$ cat config.mk
export PLATFORM = sky130hd
export DESIGN_NAME = cidm_top
export DESIGN_NICKNAME = d
export VERILOG_FILES = /design/src/hw/cidm_pkg.sv /design/src/hw/cidm_match.sv /design/src/hw/cidm_top.sv
export VERILOG_INCLUDE_DIRS = /design/src /design/src/hw
export SDC_FILE = /design/constraint.sdc
export NUM_CORES = 1
export LEC_CHECK = 0
export BUFFER_PORTS_ARGS = -buffer_cell sky130_fd_sc_hd__buf_4
export CORE_UTILIZATION = 35
export DETAILED_ROUTE_END_ITERATION = 10
export MAX_ROUTING_LAYER = met4
export PLACE_DENSITY = 0.48
export SETUP_SLACK_MARGIN = 0.02
export SYNTH_ARGS = -nofsm -noshare
export SYNTH_HDL_FRONTEND = slang
export SYNTH_SLANG_ARGS = --single-unit
$ cat constraint.sdc
create_clock -name ref_clk -period 20.3 [get_ports ref_clk]
set_input_delay 2.03 -clock ref_clk [delete_from_list [all_inputs] [get_ports ref_clk]]
set_output_delay 2.03 -clock ref_clk [all_outputs]
set_load 0.01 [all_outputs]
$ cat src/hw/cidm_defs.svh
// Offsets, field positions and reset values of the context ID mask block
`ifndef CIDM_DEFS_SVH
`define CIDM_DEFS_SVH
`define CIDM_OFS_MASK    8'h00
`define CIDM_OFS_VAL0    8'h04
`define CIDM_OFS_VAL1    8'h08
`define CIDM_OFS_VAL2    8'h0C
`define CIDM_OFS_VAL3    8'h10
`define CIDM_OFS_STAT    8'h14
`define CIDM_CMP3_LSB    24
`define CIDM_CMP2_LSB    16
`define CIDM_CMP1_LSB    8
`define CIDM_CMP0_LSB    0
`define CIDM_FIELD_W     8
`define CIDM_STAT_HIT    0
`define CIDM_STAT_NUM    4
`define CIDM_STAT_EN     8
`define CIDM_STAT_IDLE   9
`define CIDM_RST_MASK    32'h0000_0000
`define CIDM_RST_VAL     32'h0000_0000
`define CIDM_RESP_OKAY   2'h0
`define CIDM_RESP_SLVERR 2'h2
`endif

$ cat src/hw/cidm_pkg.sv
// Types shared by the context ID mask block
package cidm_pkg;
  typedef logic [3:0][7:0]  cidm_mask_t;
  typedef logic [3:0][31:0] cidm_value_t;

  typedef enum {
    CIDM_SEL_MASK,
    CIDM_SEL_VAL,
    CIDM_SEL_STAT,
    CIDM_SEL_NONE
  } cidm_sel_e;

  typedef struct packed {
    logic [3:0] hit;
  } cidm_match_s;

  typedef struct packed {
    logic        awready;
    logic        wready;
    logic        aw_have;
    logic [7:0]  aw_addr;
    logic        w_have;
    logic [31:0] w_data;
    logic [3:0]  w_strb;
    logic        bvalid;
    logic [1:0]  bresp;
    logic        arready;
    logic        rvalid;
    logic [31:0] rdata;
    logic [1:0]  rresp;
    cidm_mask_t  mask;
    cidm_value_t value;
  } cidm_regs_s;
endpackage

$ cat src/hw/cidm_match.sv
// Byte-masked context ID comparators
`timescale 1ns/1ps
module cidm_match
  import cidm_pkg::*;
#(
  parameter int NUM_CMP = 4
)(
  input  wire logic        ref_clk,
  input  wire logic        reset,
  input  wire logic        ce,
  input  wire logic [31:0] ctx_id,
  input  wire cidm_mask_t  mask,
  input  wire cidm_value_t value,
  output logic [3:0]       hit
);
  cidm_match_s st_q;
  cidm_match_s st_d;
  logic [3:0]  hit_calc;

  function automatic logic [3:0] cmp_hit(input cidm_mask_t m, input cidm_value_t v,
                                         input logic [31:0] c);
    cmp_hit = '0;
    for (int n = 0; n < 4; n++)
    begin
      cmp_hit[n] = (n < NUM_CMP);
      for (int b = 0; b < 4; b++)
      begin
        if (!m[n][b] && (v[n][b*8 +: 8] != c[b*8 +: 8]))
        begin
          cmp_hit[n] = 1'b0;
        end
      end
    end
  endfunction

  always_comb
  begin
    st_d = st_q;
    if (ce)
    begin
      st_d.hit = cmp_hit(mask, value, ctx_id);
    end
  end

  always_ff @(posedge ref_clk or posedge reset)
  begin
    if (reset)
    begin
      st_q <= '0;
    end
    else
    begin
      st_q <= st_d;
    end
  end

  assign hit = st_q.hit;
  assign hit_calc = cmp_hit(mask, value, ctx_id);
endmodule

$ cat src/hw/cidm_top.sv
// Context ID comparator byte mask register block with AXI4-Lite slave
// Notes on behaviour
// Bits 31:24 mask comparator 3 bytes
// Bits 23:16 mask comparator 2 bytes
// Bits 15:8 mask comparator 1 bytes
// Bits 7:0 mask comparator 0 bytes
// Clear mask bit: byte takes part
// Set mask bit k: byte k ignored
// Comparator 3 field needs four comparators
// Comparator 2 field needs three comparators
// Comparator 1 field needs two comparators
// Software zeroes value bytes it masks
// Writes ignored while trace enabled or busy
// Match needs all unmasked bytes equal
`timescale 1ns/1ps
`include "cidm_defs.svh"
module cidm_top
  import cidm_pkg::*;
#(
  parameter int NUM_CMP = 4
)(
  input  wire logic        ref_clk,
  input  wire logic        reset,
  input  wire logic        ce,
  input  wire logic        trace_enabled,
  input  wire logic        trace_idle,
  input  wire logic [31:0] ctx_id,
  input  wire logic [7:0]  s_axi_awaddr,
  input  wire logic        s_axi_awvalid,
  output logic             s_axi_awready,
  input  wire logic [31:0] s_axi_wdata,
  input  wire logic [3:0]  s_axi_wstrb,
  input  wire logic        s_axi_wvalid,
  output logic             s_axi_wready,
  output logic [1:0]       s_axi_bresp,
  output logic             s_axi_bvalid,
  input  wire logic        s_axi_bready,
  input  wire logic [7:0]  s_axi_araddr,
  input  wire logic        s_axi_arvalid,
  output logic             s_axi_arready,
  output logic [31:0]      s_axi_rdata,
  output logic [1:0]       s_axi_rresp,
  output logic             s_axi_rvalid,
  input  wire logic        s_axi_rready,
  output logic [3:0]       cmp_match
);
  cidm_regs_s  st_q;
  cidm_regs_s  st_d;
  cidm_mask_t  mask_eff;
  cidm_sel_e   wr_sel;
  cidm_sel_e   rd_sel;
  logic [1:0]  wr_idx;
  logic [1:0]  rd_idx;
  logic        locked;
  logic        wr_go;

  // Word decode, low two address bits ignored
  function automatic cidm_sel_e reg_sel(input logic [7:0] a);
    case ({a[7:2], 2'h0})
      `CIDM_OFS_MASK: reg_sel = CIDM_SEL_MASK;
      `CIDM_OFS_VAL0,
      `CIDM_OFS_VAL1,
      `CIDM_OFS_VAL2,
      `CIDM_OFS_VAL3: reg_sel = CIDM_SEL_VAL;
      `CIDM_OFS_STAT: reg_sel = CIDM_SEL_STAT;
      default:        reg_sel = CIDM_SEL_NONE;
    endcase
  endfunction

  function automatic logic [1:0] val_idx(input logic [7:0] a);
    val_idx = 2'(a[7:2] - 6'h01);
  endfunction

  function automatic logic [31:0] merge(input logic [31:0] old, input logic [31:0] wd,
                                        input logic [3:0] strb);
    merge = old;
    for (int i = 0; i < 4; i++)
    begin
      if (strb[i])
      begin
        merge[i*8 +: 8] = wd[i*8 +: 8];
      end
    end
  endfunction

  // Fields of absent comparators stay zero
  function automatic logic [31:0] impl_bits(input int n);
    impl_bits = '0;
    if (n > 0) impl_bits[`CIDM_CMP0_LSB +: `CIDM_FIELD_W] = 8'hFF;
    if (n > 1) impl_bits[`CIDM_CMP1_LSB +: `CIDM_FIELD_W] = 8'hFF;
    if (n > 2) impl_bits[`CIDM_CMP2_LSB +: `CIDM_FIELD_W] = 8'hFF;
    if (n > 3) impl_bits[`CIDM_CMP3_LSB +: `CIDM_FIELD_W] = 8'hFF;
  endfunction

  localparam logic [31:0] IMPL = impl_bits(NUM_CMP);
  localparam logic [2:0]  NUM3 = 3'(NUM_CMP);

  assign locked   = trace_enabled || !trace_idle;
  assign wr_sel   = reg_sel(st_q.aw_addr);
  assign rd_sel   = reg_sel(s_axi_araddr);
  assign wr_idx   = val_idx(st_q.aw_addr);
  assign rd_idx   = val_idx(s_axi_araddr);
  assign wr_go    = st_q.aw_have && st_q.w_have && !st_q.bvalid;
  assign mask_eff = st_q.mask & IMPL;

  always_comb
  begin
    st_d = st_q;
    if (ce)
    begin
      if (s_axi_awvalid && st_q.awready)
      begin
        st_d.aw_have = 1'b1;
        st_d.aw_addr = s_axi_awaddr;
      end
      if (s_axi_wvalid && st_q.wready)
      begin
        st_d.w_have = 1'b1;
        st_d.w_data = s_axi_wdata;
        st_d.w_strb = s_axi_wstrb;
      end
      if (st_q.bvalid && s_axi_bready)
      begin
        st_d.bvalid = 1'b0;
      end
      if (wr_go)
      begin
        st_d.aw_have = 1'b0;
        st_d.w_have  = 1'b0;
        st_d.bvalid  = 1'b1;
        st_d.bresp   = `CIDM_RESP_OKAY;
        case (wr_sel)
          CIDM_SEL_MASK:
          begin
            if (!locked)
            begin
              st_d.mask = merge(st_q.mask, st_q.w_data, st_q.w_strb) & IMPL;
            end
          end
          CIDM_SEL_VAL:
          begin
            if (!locked && (wr_idx < NUM_CMP))
            begin
              st_d.value[wr_idx] = merge(st_q.value[wr_idx], st_q.w_data, st_q.w_strb);
            end
          end
          CIDM_SEL_STAT:
          begin
            st_d.bresp = `CIDM_RESP_OKAY;
          end
          default:
          begin
            st_d.bresp = `CIDM_RESP_SLVERR;
          end
        endcase
      end
      st_d.awready = !st_d.aw_have && !st_d.bvalid;
      st_d.wready  = !st_d.w_have && !st_d.bvalid;

      if (st_q.rvalid && s_axi_rready)
      begin
        st_d.rvalid = 1'b0;
      end
      if (s_axi_arvalid && st_q.arready)
      begin
        st_d.rvalid = 1'b1;
        st_d.rresp  = `CIDM_RESP_OKAY;
        st_d.rdata  = '0;
        case (rd_sel)
          CIDM_SEL_MASK:
          begin
            st_d.rdata = mask_eff;
          end
          CIDM_SEL_VAL:
          begin
            st_d.rdata = st_q.value[rd_idx];
          end
          CIDM_SEL_STAT:
          begin
            st_d.rdata[`CIDM_STAT_HIT +: 4] = cmp_match;
            st_d.rdata[`CIDM_STAT_NUM +: 3] = NUM3;
            st_d.rdata[`CIDM_STAT_EN]       = trace_enabled;
            st_d.rdata[`CIDM_STAT_IDLE]     = trace_idle;
          end
          default:
          begin
            st_d.rresp = `CIDM_RESP_SLVERR;
          end
        endcase
      end
      st_d.arready = !st_d.rvalid;
    end
  end

  always_ff @(posedge ref_clk or posedge reset)
  begin
    if (reset)
    begin
      st_q       <= '0;
      st_q.mask  <= `CIDM_RST_MASK;
      st_q.value <= {4{`CIDM_RST_VAL}};
    end
    else
    begin
      st_q <= st_d;
    end
  end

  // Software must zero each masked value byte
  cidm_match #(
    .NUM_CMP (NUM_CMP)
  ) u_match (
    .ref_clk (ref_clk),
    .reset   (reset),
    .ce      (ce),
    .ctx_id  (ctx_id),
    .mask    (mask_eff),
    .value   (st_q.value),
    .hit     (cmp_match)
  );

  assign s_axi_awready = st_q.awready;
  assign s_axi_wready  = st_q.wready;
  assign s_axi_bvalid  = st_q.bvalid;
  assign s_axi_bresp   = st_q.bresp;
  assign s_axi_arready = st_q.arready;
  assign s_axi_rvalid  = st_q.rvalid;
  assign s_axi_rdata   = st_q.rdata;
  assign s_axi_rresp   = st_q.rresp;
endmodule

Word level (Yosys, flattened, before mapping)
Index checks and enable logic that the tools add are counted.
{"block": "word_totals", "ff_bits": 251, "inputBits": 94, "output_inout_bits": 45, "wordCells": 189}
{"block": "classes", "n_addsub": 2, "magnitude_cmp": 3, "eq_ne": 32, "muxes": 63, "bitwise_logic": 1, "n_reduce_logical": 66}
{"operator": "$mux 8", "n": 20}
{"operator": "$bmux 32 s2", "n": 2}
{"operator": "$bwmux 128", "n": 1}
{"operator": "$ne 8x8->1", "n": 16}
{"operator": "$mux 32", "n": 3}
{"operator": "$mux 35", "n": 2}
{"operator": "$demux 32 s2", "n": 1}
{"operator": "$eq 32x1->1 const B", "n": 2}
{"operator": "$eq 32x2->1 const B", "n": 2}
{"operator": "$logic_not 32->1", "n": 2}
{"operator": "$pmux 22 s2", "n": 1}
{"operator": "$mux 37", "n": 1}
{"operator": "$logic_and 1x1->1", "n": 26}
{"operator": "$eq 6x2->1 const B", "n": 4}
{"operator": "$eq 6x3->1 const B", "n": 4}
{"operator": "$logic_not 1->1", "n": 22}
{"operator": "$mux 1", "n": 22}
{"operator": "$pmux 7 s3", "n": 1}
{"operator": "$reduce_and 5->1", "n": 4}
{"operator": "$pmux 2 s3", "n": 3}
{"operator": "$eq 6x1->1 const B", "n": 2}
{"operator": "$logic_not 6->1", "n": 2}
{"operator": "$mux 9", "n": 1}
{"operator": "$reduce_and 2->1", "n": 4}
{"operator": "12 further kinds", "n": 19}

Longest topological paths before layout
Gate-level depths: netlist of the first run.
{"block": "logic_depth", "ltp_word": 10, "ltp_mapped": 10, "ltp_nobuf": 7}

Modules after synthesis
From an unflattened synthesis of the first run, not the netlist that was laid out.
{"block": "hier_totals", "hier_cells": 987, "hier_area_um2": 13625.6}
{"module": "cidm_top", "instances": 1, "cells_per_inst": 798, "area_per_inst_um2": 12050.3, "seq_area_each_um2": 6080.8}
{"module": "cidm_match", "instances": 1, "cells_per_inst": 189, "area_per_inst_um2": 1575.3, "seq_area_each_um2": 100.1}

Worst setup path before layout of the first run
Ideal clock, no wire load.
{"block": "synth_path", "kind": "input-to-reg", "from": "input s_axi_araddr[2]", "to": "register st_q, in the netlist s_axi_rdata[2]", "setup_ns": 0.118, "arrival_ns": 3.989, "t_required_ns": 20.182, "path_slack_ns": 16.192, "path_stages": 9, "path_buffers": 3, "cell_sequence": "buf_2 > buf_2 > inv_1 > ha_1 > clkbuf_1 > mux4_2 > a22oi_1 > a21oi_1 > a21o_1"}
{"block": "synth_via", "elab_chain_len": 7, "word_cells_on_any_way": 17, "cone_classes": "add/sub: 1; eq/ne: 7; mux: 6; reduce/logical: 3"}
{"item": "start, declared", "line": "cidm_top.sv:38", "text": "input wire logic [7:0] s_axi_araddr,"}
{"item": "$eq 6x1->1 (tied with other cells)", "line": "cidm_top.sv:59", "text": "case ({a[7:2], 2'h0})"}
{"item": "$reduce_or 4->1", "line": "cidm_top.sv:59"}
{"item": "$pmux 2 s3", "line": "cidm_top.sv:59"}
{"item": "$eq 32x2->1 (tied with other cells)", "line": "cidm_top.sv:169", "text": "case (rd_sel)"}
{"item": "$pmux 7 s3 *", "line": "cidm_top.sv:169"}
{"item": "$mux 35 *", "line": "cidm_top.sv:164", "text": "if (s_axi_arvalid && st_q.arready)"}
{"item": "$mux 35 *", "line": "cidm_top.sv:109", "text": "if (ce)"}
{"item": "end signal, assigned", "line": "cidm_top.sv:205", "text": "st_q <= st_d;"}
{"item": "end, declared", "line": "cidm_top.sv:47", "text": "cidm_regs_s st_q;"}
Every way passes the cells marked *; elsewhere a longest branch is shown, timed or not. The select of a mux whose other input is x is not followed.
A chain may end at the register's enable or synchronous reset.

Worst setup path in the final report of the first run
{"block": "layout_path", "from": "input s_axi_araddr[2]", "to": "register st_q, in the netlist s_axi_rdata[9]"}
{"block": "layout_via", "elab_chain_len": 7, "word_cells_on_any_way": 17, "cone_classes": "add/sub: 1; eq/ne: 7; mux: 6; reduce/logical: 3"}
{"item": "$eq 6x1->1 (tied with other cells)", "line": "cidm_top.sv:59"}
{"item": "$reduce_or 4->1", "line": "cidm_top.sv:59"}
{"item": "$pmux 2 s3", "line": "cidm_top.sv:59"}
{"item": "$eq 32x2->1 (tied with other cells)", "line": "cidm_top.sv:169"}
{"item": "$pmux 2 s3 *", "line": "cidm_top.sv:169"}
{"item": "$mux 35 *", "line": "cidm_top.sv:164"}
{"item": "$mux 35 *", "line": "cidm_top.sv:109"}
Marks and branches as above.

==> metrics.yaml, run 1 <==
outcome:
  status: "finished clean"
sta:
  setup_violations: 0
  fin_tns_setup_ps: 0
  max_slew.worst_pin.slew_ps: 1038
  slew_headroom: 0.3083
  rsz0062_at_grt: "no"
  slew_violations: 0
  period_share: 0.2153
  min_period_ps: 4371
  worst_hold_slack_ps: 477.6
  skew_ps: 13.38
  hold_violations: 0
  fmax_mhz: 228.8
final_layout:
  drive_gt1_frac: 0.2876
  fin_util: 0.4156
  nNetsFinal: 1325
  n_antenna_cell: 0
  synthToLayoutAreaGrowth_pct: 16.54
worst_setup_path:
  r2r_setup_slack_ps: 16790
  critPathRequiredTime_ps: 20750
  crit_slowest_cell: "buf_4"
  crit_arrival_ps: 4820
  crit_family: "buffers and inverters"
  critPathMaxFanout: 35
  worstSetupPathType: "in2reg"
  reg2reg_from: "st_q[238]"
  crit_top_cell: "buf_4"
  worst-path-buf-inv: 3
  crit_end: "s_axi_rdata[9]"
  r2r_end: "mask_eff[13]"
  crit_chain: "buf_4 -> inv_1 -> ha_1 -> buf_4 -> mux4_2 -> a22oi_1 -> a21oi_1 -> a21o_1"
  path_depth: 8
  r2r_cells: 7
  cpPeakStageDelay_ps: 630
  worstSetupStartpointType: "primary input"
  startpoint: "s_axi_araddr[2]"
  cp-end-kind: "flip-flop"
synthesis:
  yosys_warnings: 0
  synth_edf_count: 0
  synth.area.top_cells: "dfrtp_1, mux4_2, xor2_1"
  ys_top_cells_by_count: "dfrtp_1, nand2_1, xor2_1"
  synth_top_area_share: 0.4590
  synth_area_leader_cell: "dfrtp_1"
  synthArstFlopShare: 1.000
  avgSynthCellArea_um2: 11.80
  yosysMostFrequentCell: "dfrtp_1"
  ys_types: 41
  netlist_instances: 1141
  synth-seq-cells: 247
  synth_area_um2: 13470
  synth_ff_type: "dfrtp_1"
  ys_seq_area_frac: 0.4590
place:
  hpwl_um: 24670
  gp_congestion: 0.8192
  port-buffer-count: 132
pwr:
  power.density_nw_per_um2: 112.8
  p_leak_nw: 7.249
  ir_worst_vdd_mv: 0.06736
clock_network:
  cts_tree: "yes"
  clkLatencyLatePin_ps: 560
  root_buffer: "clkbuf_16"
  cts.reportedPaths.clkPinSlew_ps: 60
  cts_buffers: 30
  ctsHtreeMaxLevel: 1
  cts_hold_buf: 0
  cts_sinks: 247
  cts_resized: 0
  cts_buffer_depth: 3
  cts_setup_buffers: 0
routing:
  avgRoutedWirePerCell_um: 21.79
  drtIter0Drc: 467
  vias: 8951
  firstDrtPassIters: 4
  drc: 0
  wl_um: 38260
  final_antenna_net_count: 0
  avgViaCountPerCell: 5.097
floorplan:
  die_w_um: 198.1
  design.portCount: 139
  core_um2: 37760
  die_area_um2: 39260
  fp.dieH_um: 198.1
  start_util: 0.3567
  rows: 71
grt:
  grt_pass1_wl_um: 58370
  grt_overflow: 0
  grt_max_degree: 73
  grtUsageTotal: 0.2057
  antenna_found_initial: 0
  first_global_vias: 9182
flow_run:
  cap_violations: 0
worst_hold_path:
  min-delay-path-class: "reg2reg"
area by class of cell:
class	count	area, um2
Clock buffer	49	1003
Clock inverter	5	50.05
Timing Repair Buffer	144	1081
Multi-Input combinational cell	755	6560
Inverter	45	176.4
Sequential cell	247	6182
Fill cell	3623	22060
Tap cell	511	639.4
worst reg2reg max path, cell delays in order (launching register included):
cell and delay (ps):
dfrtp_2 340, buf_4 670, inv_1 170, ha_1 310
nor4_1 370, and3_1 910, nand2_8 240, mux2_4 370
routing by layer:
layer | global-route usage | part of all wire
met5 | - | 0
met4 | 0.04364 | 0.019
met3 | 0.02282 | 0.032
met2 | 0.3310 | 0.48
met1 | 0.2796 | 0.47
flip-flops by register name, indices dropped and copies added, names as in the netlist:
register	count
s_axi_rvalid	1
s_axi_arready	1
s_axi_bvalid	1
s_axi_wready	1
s_axi_bresp	1
s_axi_awready	1
mask_eff	32
s_axi_rresp	1
s_axi_rdata	32
st_q	172
u_match.hit	4
report_power, final:
part / switching, mW / internal [mW]
clock network: 0.211 / 0.346
logic: 0.255 / 0.258
registers: 0.120 / 0.579
placed cells by master, fill, tap and decap left out, drive strengths merged, types with 26 or more instances in the layout:
master,Yosys,final
a21oi,26,26
a22oi,32,32
buf,69,144
clkbuf,26,49
dfrtp,247,247
inv,45,45
mux2,79,79
mux2i,64,64
mux4,64,64
nand2,141,141
nor4,38,38
o21ai,127,127
xor2,128,128
stage by stage:
step	instances	setup WS (ps)	area, um2	power, mW
6_report	1756	15930	15690	1.770
3_3_place_gp	1702	15300	14640	1.222
4_1_cts	1756	15890	15690	1.791
5_1_grt	1756	15730	15690	1.868
3_5_place_dp	1702	15300	14640	1.225
2_1_floorplan	1142	11480	13470	1.067
cells by family after synthesis:
group	share of synthesized area
XOR/XNOR	0.08391
multiplexers	0.2296
adder cells (fa/ha/maj)	0.007434
other	0.0002785
buffers and inverters	0.05770
AND/OR/NAND/NOR	0.07898
AO/OA/AOI/OAI	0.08307
flip-flops	0.4590
how the worst min path moves through the flow:
| stage | from | cells after the start | endpoint |
|---|---|---|---|
| global route | s_axi_rdata[31] | 2 | s_axi_rdata[31] |
| CTS | s_axi_rdata[9] | 1 | s_axi_rdata[9] |
| floorplan | s_axi_rdata[0] | 1 | s_axi_rdata[0] |
| finish | s_axi_rdata[29] | 2 | s_axi_rdata[29] |
| global placement | s_axi_rdata[9] | 1 | s_axi_rdata[9] |
| detailed placement | s_axi_rdata[9] | 1 | s_axi_rdata[9] |
No activity file was read; power rests on OpenSTA's default activity.
==> run 2: changes to the inputs <==
==> constraint.sdc (replaced) <==
create_clock -name ref_clk -period 4.33 [get_ports ref_clk]
set_input_delay 0.433 -clock ref_clk [delete_from_list [all_inputs] [get_ports ref_clk]]
set_output_delay 0.433 -clock ref_clk [all_outputs]
set_load 0.01 [all_outputs]
==> metrics.yaml, run 2 (synthesized netlist as in run 1, its figures left out) <==
pwr:
  p_leak_nw: 7.225  # -0.33%
  power.share.clock: 0.298  # -0.017
  pwr-share-seq: 0.405  # +0.010
  power.internal_mw: 5.398  # +360%
  netSwitchingFraction: 0.3375  # +0.006101
  power.density_nw_per_um2: 519.9  # +360%
  p_comb_frac: 0.297  # +0.007
  finalPower_mw: 8.148  # +360%
  p_sw_mw: 2.750  # +370%
  ir_worst_vdd_mv: 0.2599  # +290%
sta:
  rsz0062_at_grt: "no"
  max_slew.worst_pin.slew_ps: 943.8  # -93.75 ps
  fmax_mhz: 343.1
  skew_ps: 11.70  # -1.682 ps
  fin_tns_setup_ps: 0  # unchanged
  hold_violations: 0  # unchanged
  slew_violations: 0  # unchanged
  final.setup.worst_slack_ps: 1416  # -14510 ps
  slew_headroom: 0.3708  # +0.06250
  setup_violations: 0  # unchanged
  worst_hold_slack_ps: 97.35  # -380.2 ps
  period_share: 0.6731
  min_period_ps: 2915
floorplan:
  die_w_um: 198.1  # unchanged
  design.portCount: 139  # unchanged
  rows: 71  # unchanged
  die_area_um2: 39260  # unchanged
  core_um2: 37760  # unchanged
  fp.dieH_um: 198.1  # unchanged
  start_util: 0.3567  # unchanged
final_layout:
  largest_register_ffs: 172  # unchanged
  fillers: 3670  # +1.3%
  nNetsFinal: 1333  # +0.60%
  layout_common_cells: "dfrtp_1, buf_4, nand2_1, xor2_1, o21ai_0"
  multiInputGateArea_um2: 6560  # unchanged
  final_common_cell: "dfrtp_1"
  finish.instance_area_um2: 15670  # -0.14%
  synthToLayoutAreaGrowth_pct: 16.37
  regMostFlops: "st_q"
  drive_gt1_frac: 0.2846  # -0.002978
  fin_util: 0.4150  # -0.0005960
  regArea_um2: 6182  # unchanged
  n_antenna_cell: 0  # unchanged
  finalNonFillerCells: 1762  # +0.34%
routing:
  drc: 0  # unchanged
  final_antenna_net_count: 0  # unchanged
  wl_um: 38270  # about the same
  avgViaCountPerCell: 5.106  # +0.17%
  vias: 8997  # +0.51%
  avgRoutedWirePerCell_um: 21.72  # -0.30%
  firstDrtPassIters: 4  # unchanged
  drtIter0Drc: 533  # +14%
grt:
  grt_overflow: 0  # unchanged
  grt_pass1_wl_um: 58940  # +0.97%
  grt_max_degree: 143  # +96%
  grtUsageTotal: 0.2070  # +0.001267
  first_global_vias: 9335  # +1.7%
  antenna_found_initial: 0  # unchanged
clock_network:
  cts_hold_buf: 0  # unchanged
  ctsHtreeMaxLevel: 1  # unchanged
  cts.reportedPaths.clkPinSlew_ps: 50  # about the same
  cts_setup_buffers: 0  # unchanged
  cts_buffer_depth: 3  # unchanged
  cts_sinks: 247  # unchanged
  cts_buffers: 30  # unchanged
  root_buffer: "clkbuf_16"
  cts_resized: 0  # unchanged
  clkLatencyLatePin_ps: 560  # about the same
  cts_tree: "yes"
worst_hold_path:
  min-delay-path-class: "in2async"
worst_setup_path:
  r2r_setup_slack_ps: 1420  # -15370 ps
  crit_chain: "buf_4 -> ha_1 -> o21ai_0 -> nand3_4 -> o21ai_0"
  r2r_end: "st_q[48]"
  crit_slowest_cell: "nand3_4"
  critPathMaxFanout: 64  # +83%
  cpPeakStageDelay_ps: 750  # +120 ps
  crit_arrival_ps: 3360  # -1460 ps
  critPathRequiredTime_ps: 4770  # -15980 ps
  worstSetupStartpointType: "flip-flop"
  reg2reg_from: "st_q[238]"
  cp-end-kind: "flip-flop"
  crit_top_cell: "o21ai_0"
  worstSetupPathType: "reg2reg"
  worst-path-buf-inv: 1  # -2
  r2r_cells: 5  # -2
  startpoint: "st_q[238]"
  crit_family: "compound AO/OA/AOI/OAI gates"
place:
  dpl.cell_count: 1710  # +0.47%
  hpwl_um: 25640  # +4.0%
  placed_cell_area_um2: 14720  # +0.56%
  port-buffer-count: 132  # unchanged
  gp_congestion: 0.8306  # +1.4%
  dp_worst_setup_slack_ps: 1327  # -13970 ps
flow_run:
  cap_violations: 0  # unchanged
outcome:
  status: "finished clean"
run 2: changes by cell type in the layout (fill, tap and decap cells not counted), moves of 2 or more:
cell | before | now
buf_12 | 0 | 2
buf_4 | 144 | 150
clkbuf_1 | 2 | 10
clkbuf_8 | 16 | 9
clkinv_2 | 4 | 1
clkinvlp_4 | 0 | 2
run 2: power groups by stage:
stage,combinational (mW),clock [mW],sequential [mW]
3_3_place_gp,2.42,0,3.33
6_report,2.42,2.43,3.30
3_5_place_dp,2.43,0,3.34
2_1_floorplan,1.96,0,3.04
5_1_grt,2.65,2.59,3.36
4_1_cts,2.45,2.50,3.30
run 2: worst register-to-register path, cell delays in order, from the launching register on:
cell     delay, ps
dfrtp_2        410
buf_4          260
ha_1           360
o21ai_0        570
nand3_4        750
o21ai_0        460
run 2: layout make-up:
cell class                      instances  area share
Multi-Input combinational cell        755      0.4186
Sequential cell                       247      0.3945
Timing Repair Buffer                  152     0.07442
Clock buffer                           50     0.05981
Tap cell                              511     0.04080
Inverter                               45     0.01102
Clock inverter                          2   0.0007985
run 2: routing by layer:
layer	global-route usage	wire length, um	vias to the layer above
met3	0.02640	1572	47
li1	-	-	4205
met2	0.3233	17970	197
met5	-	0	-
met1	0.2883	18120	4548
met4	0.04192	603	0
run 2: how the worst max path moves through the flow:
stage                       to  slack, ps  cells after the start
6_report              st_q[48]       1420                      5
5_1_grt               st_q[51]       1140                      6
4_1_cts               st_q[48]       1390                      5
3_5_place_dp   s_axi_rdata[25]       1330                      7
3_3_place_gp   s_axi_rdata[27]       1330                      7
2_1_floorplan      mask_eff[0]        650                      1
==> run 3: changes to the inputs <==
==> constraint.sdc (replaced) <==
create_clock -name ref_clk -period 2.95 [get_ports ref_clk]
set_input_delay 0.295 -clock ref_clk [delete_from_list [all_inputs] [get_ports ref_clk]]
set_output_delay 0.295 -clock ref_clk [all_outputs]
set_load 0.01 [all_outputs]
==> metrics.yaml, run 3 (synthesized netlist as in run 1, its figures left out) <==
outcome:
  status: "finished clean"
floorplan:
  design.portCount: 139  # unchanged
  core_um2: 37760  # unchanged
  fp.dieH_um: 198.1  # unchanged
  start_util: 0.3567  # unchanged
  die_area_um2: 39260  # unchanged
  die_w_um: 198.1  # unchanged
  rows: 71  # unchanged
pwr:
  power.density_nw_per_um2: 752.1  # +45%
  netSwitchingFraction: 0.3314  # -0.006022
  ir_worst_vdd_mv: 0.4515  # +74%
  p_leak_nw: 7.505  # +3.9%
  power.internal_mw: 8.205  # +52%
  p_comb_frac: 0.294  # -0.003
  p_sw_mw: 4.068  # +48%
  pwr-share-seq: 0.395  # -0.010
  power.share.clock: 0.312  # +0.014
routing:
  firstDrtPassIters: 5  # +1
  drtIter0Drc: 489  # -8.3%
  vias: 9152  # +1.7%
  wl_um: 38670  # +1.0%
  drc: 0  # unchanged
  final_antenna_net_count: 0  # unchanged
  avgRoutedWirePerCell_um: 21.32  # -1.9%
  avgViaCountPerCell: 5.045  # -1.2%
sta:
  min_period_ps: 2282  # -632.5 ps
  skew_ps: 10.08  # -1.620 ps
  slew_headroom: 0.4338  # +0.06304
  slew_violations: 0  # unchanged
  period_share: 0.7735  # +0.1005
  fin_tns_setup_ps: 0  # unchanged
  fmax_mhz: 438.2  # +28%
  final.setup.worst_slack_ps: 668.0  # -747.5 ps
  rsz0062_at_grt: "no"
  hold_violations: 0  # unchanged
  setup_violations: 0  # unchanged
  max_slew.worst_pin.slew_ps: 847.9  # -95.92 ps
final_layout:
  final_common_cell: "dfrtp_1"
  layout_common_cells: "dfrtp_1, buf_4, nand2_1, xor2_1, o21ai_0"
  n_antenna_cell: 0  # unchanged
  nNetsFinal: 1383  # +3.8%
  synthToLayoutAreaGrowth_pct: 21.19
  regMostFlops: "st_q"
  drive_gt1_frac: 0.2817  # -0.002915
  largest_register_ffs: 172  # unchanged
  fillers: 3564  # -2.9%
  fin_util: 0.4322  # +0.01717
clock_network:
  cts_resized: 0  # unchanged
  root_buffer: "clkbuf_16"
  ctsHtreeMaxLevel: 1  # unchanged
  cts_hold_buf: 45  # +45
  cts_sinks: 247  # unchanged
  clkLatencyLatePin_ps: 560  # about the same
  cts_buffers: 30  # unchanged
  cts_tree: "yes"
  cts.reportedPaths.clkPinSlew_ps: 60  # about the same
  cts_setup_buffers: 0  # unchanged
  cts_buffer_depth: 3  # unchanged
worst_setup_path:
  cp-end-kind: "flip-flop"
  worstSetupPathType: "reg2reg"
  worstSetupStartpointType: "flip-flop"
  critPathRequiredTime_ps: 3370  # -1400 ps
  crit_arrival_ps: 2700  # -660 ps
  critPathMaxFanout: 32  # -50%
worst_hold_path:
  min-delay-path-class: "in2reg"
grt:
  antenna_found_initial: 0  # unchanged
  first_global_vias: 9570  # +2.5%
  grt_max_degree: 92  # -36%
  grtUsageTotal: 0.2084  # +0.001430
  grt_overflow: 0  # unchanged
  grt_pass1_wl_um: 59480  # +0.92%
place:
  gp_congestion: 0.8128  # -2.1%
  hpwl_um: 26190  # +2.1%
  dp_worst_setup_slack_ps: 613.3  # -714.0 ps
  port-buffer-count: 132  # unchanged
flow_run:
  cap_violations: 0  # unchanged
run 3: changes by cell type in the layout (fill, tap and decap cells not counted), sizes merged:
cell,delta
dlygate4sd3,+45
buf,+5
clkinv,+3
bufinv,+2
clkbuf,-2
clkinvlp,-1
run 3: metal layers:
layer	part of all wire	track usage	wire (um)	vias up
met3	0.036	0.03100	1397	56
met1	0.47	0.2879	18370	4617
met2	0.46	0.3189	17900	178
li1	-	-	-	4301
met4	0.026	0.05541	1007	0
met5	0	-	0	-
run 3: power by group through the flow:
| stage | Clock [mW] | Combinational [mW] | Sequential, mW |
|---|---|---|---|
| floorplan | 0 | 2.87 | 4.47 |
| global placement | 0 | 3.57 | 4.89 |
| detailed placement | 0 | 3.58 | 4.90 |
| CTS | 3.93 | 3.65 | 4.84 |
| global route | 4.08 | 3.93 | 4.93 |
| finish | 3.82 | 3.60 | 4.84 |
run 3: final timing paths:
path / from / endpoint / slack (ps) / depth (start not counted)
hold reg to reg: s_axi_rdata[29] / s_axi_rdata[29] / 480 / 2
setup reg to reg: st_q[238] / st_q[57] / 670 / 4
setup / recovery: st_q[238] / st_q[57] / 670 / 4
min in group asynchronous: reset / st_q[226] / 240 / 3
hold / removal: s_axi_awvalid / s_axi_awready / 60 / 4
max in group asynchronous: reset / st_q[77] / 1920 / 4
run 3: layout make-up:
type | instances | area, um2 | area share
Multi-Input combinational cell | 755 | 6536 | 0.4006
Sequential cell | 247 | 6182 | 0.3789
Timing Repair Buffer | 202 | 1754 | 0.1075
Clock buffer | 48 | 949.7 | 0.05820
Tap cell | 511 | 639.4 | 0.03918
Inverter | 45 | 172.7 | 0.01058
Clock inverter | 6 | 83.83 | 0.005137
run 3: stage by stage:
step           hold WS [ps]  std cells  cell area (um2)  total power [mW]
4_1_cts               33.39       1814            16320             12.42
2_1_floorplan         445.6       1142            13470             7.341
3_3_place_gp          246.0       1715            14830             8.456
6_report              61.29       1814            16320             12.27
3_5_place_dp          246.9       1715            14830             8.482
5_1_grt               82.72       1814            16320             12.94
run 3: worst max-delay path, stage by stage, from the launching register on:
cell and delay, ps:
dfrtp_2 390, buf_4 640, mux4_2 590, mux2i_1 340
o21ai_0 150
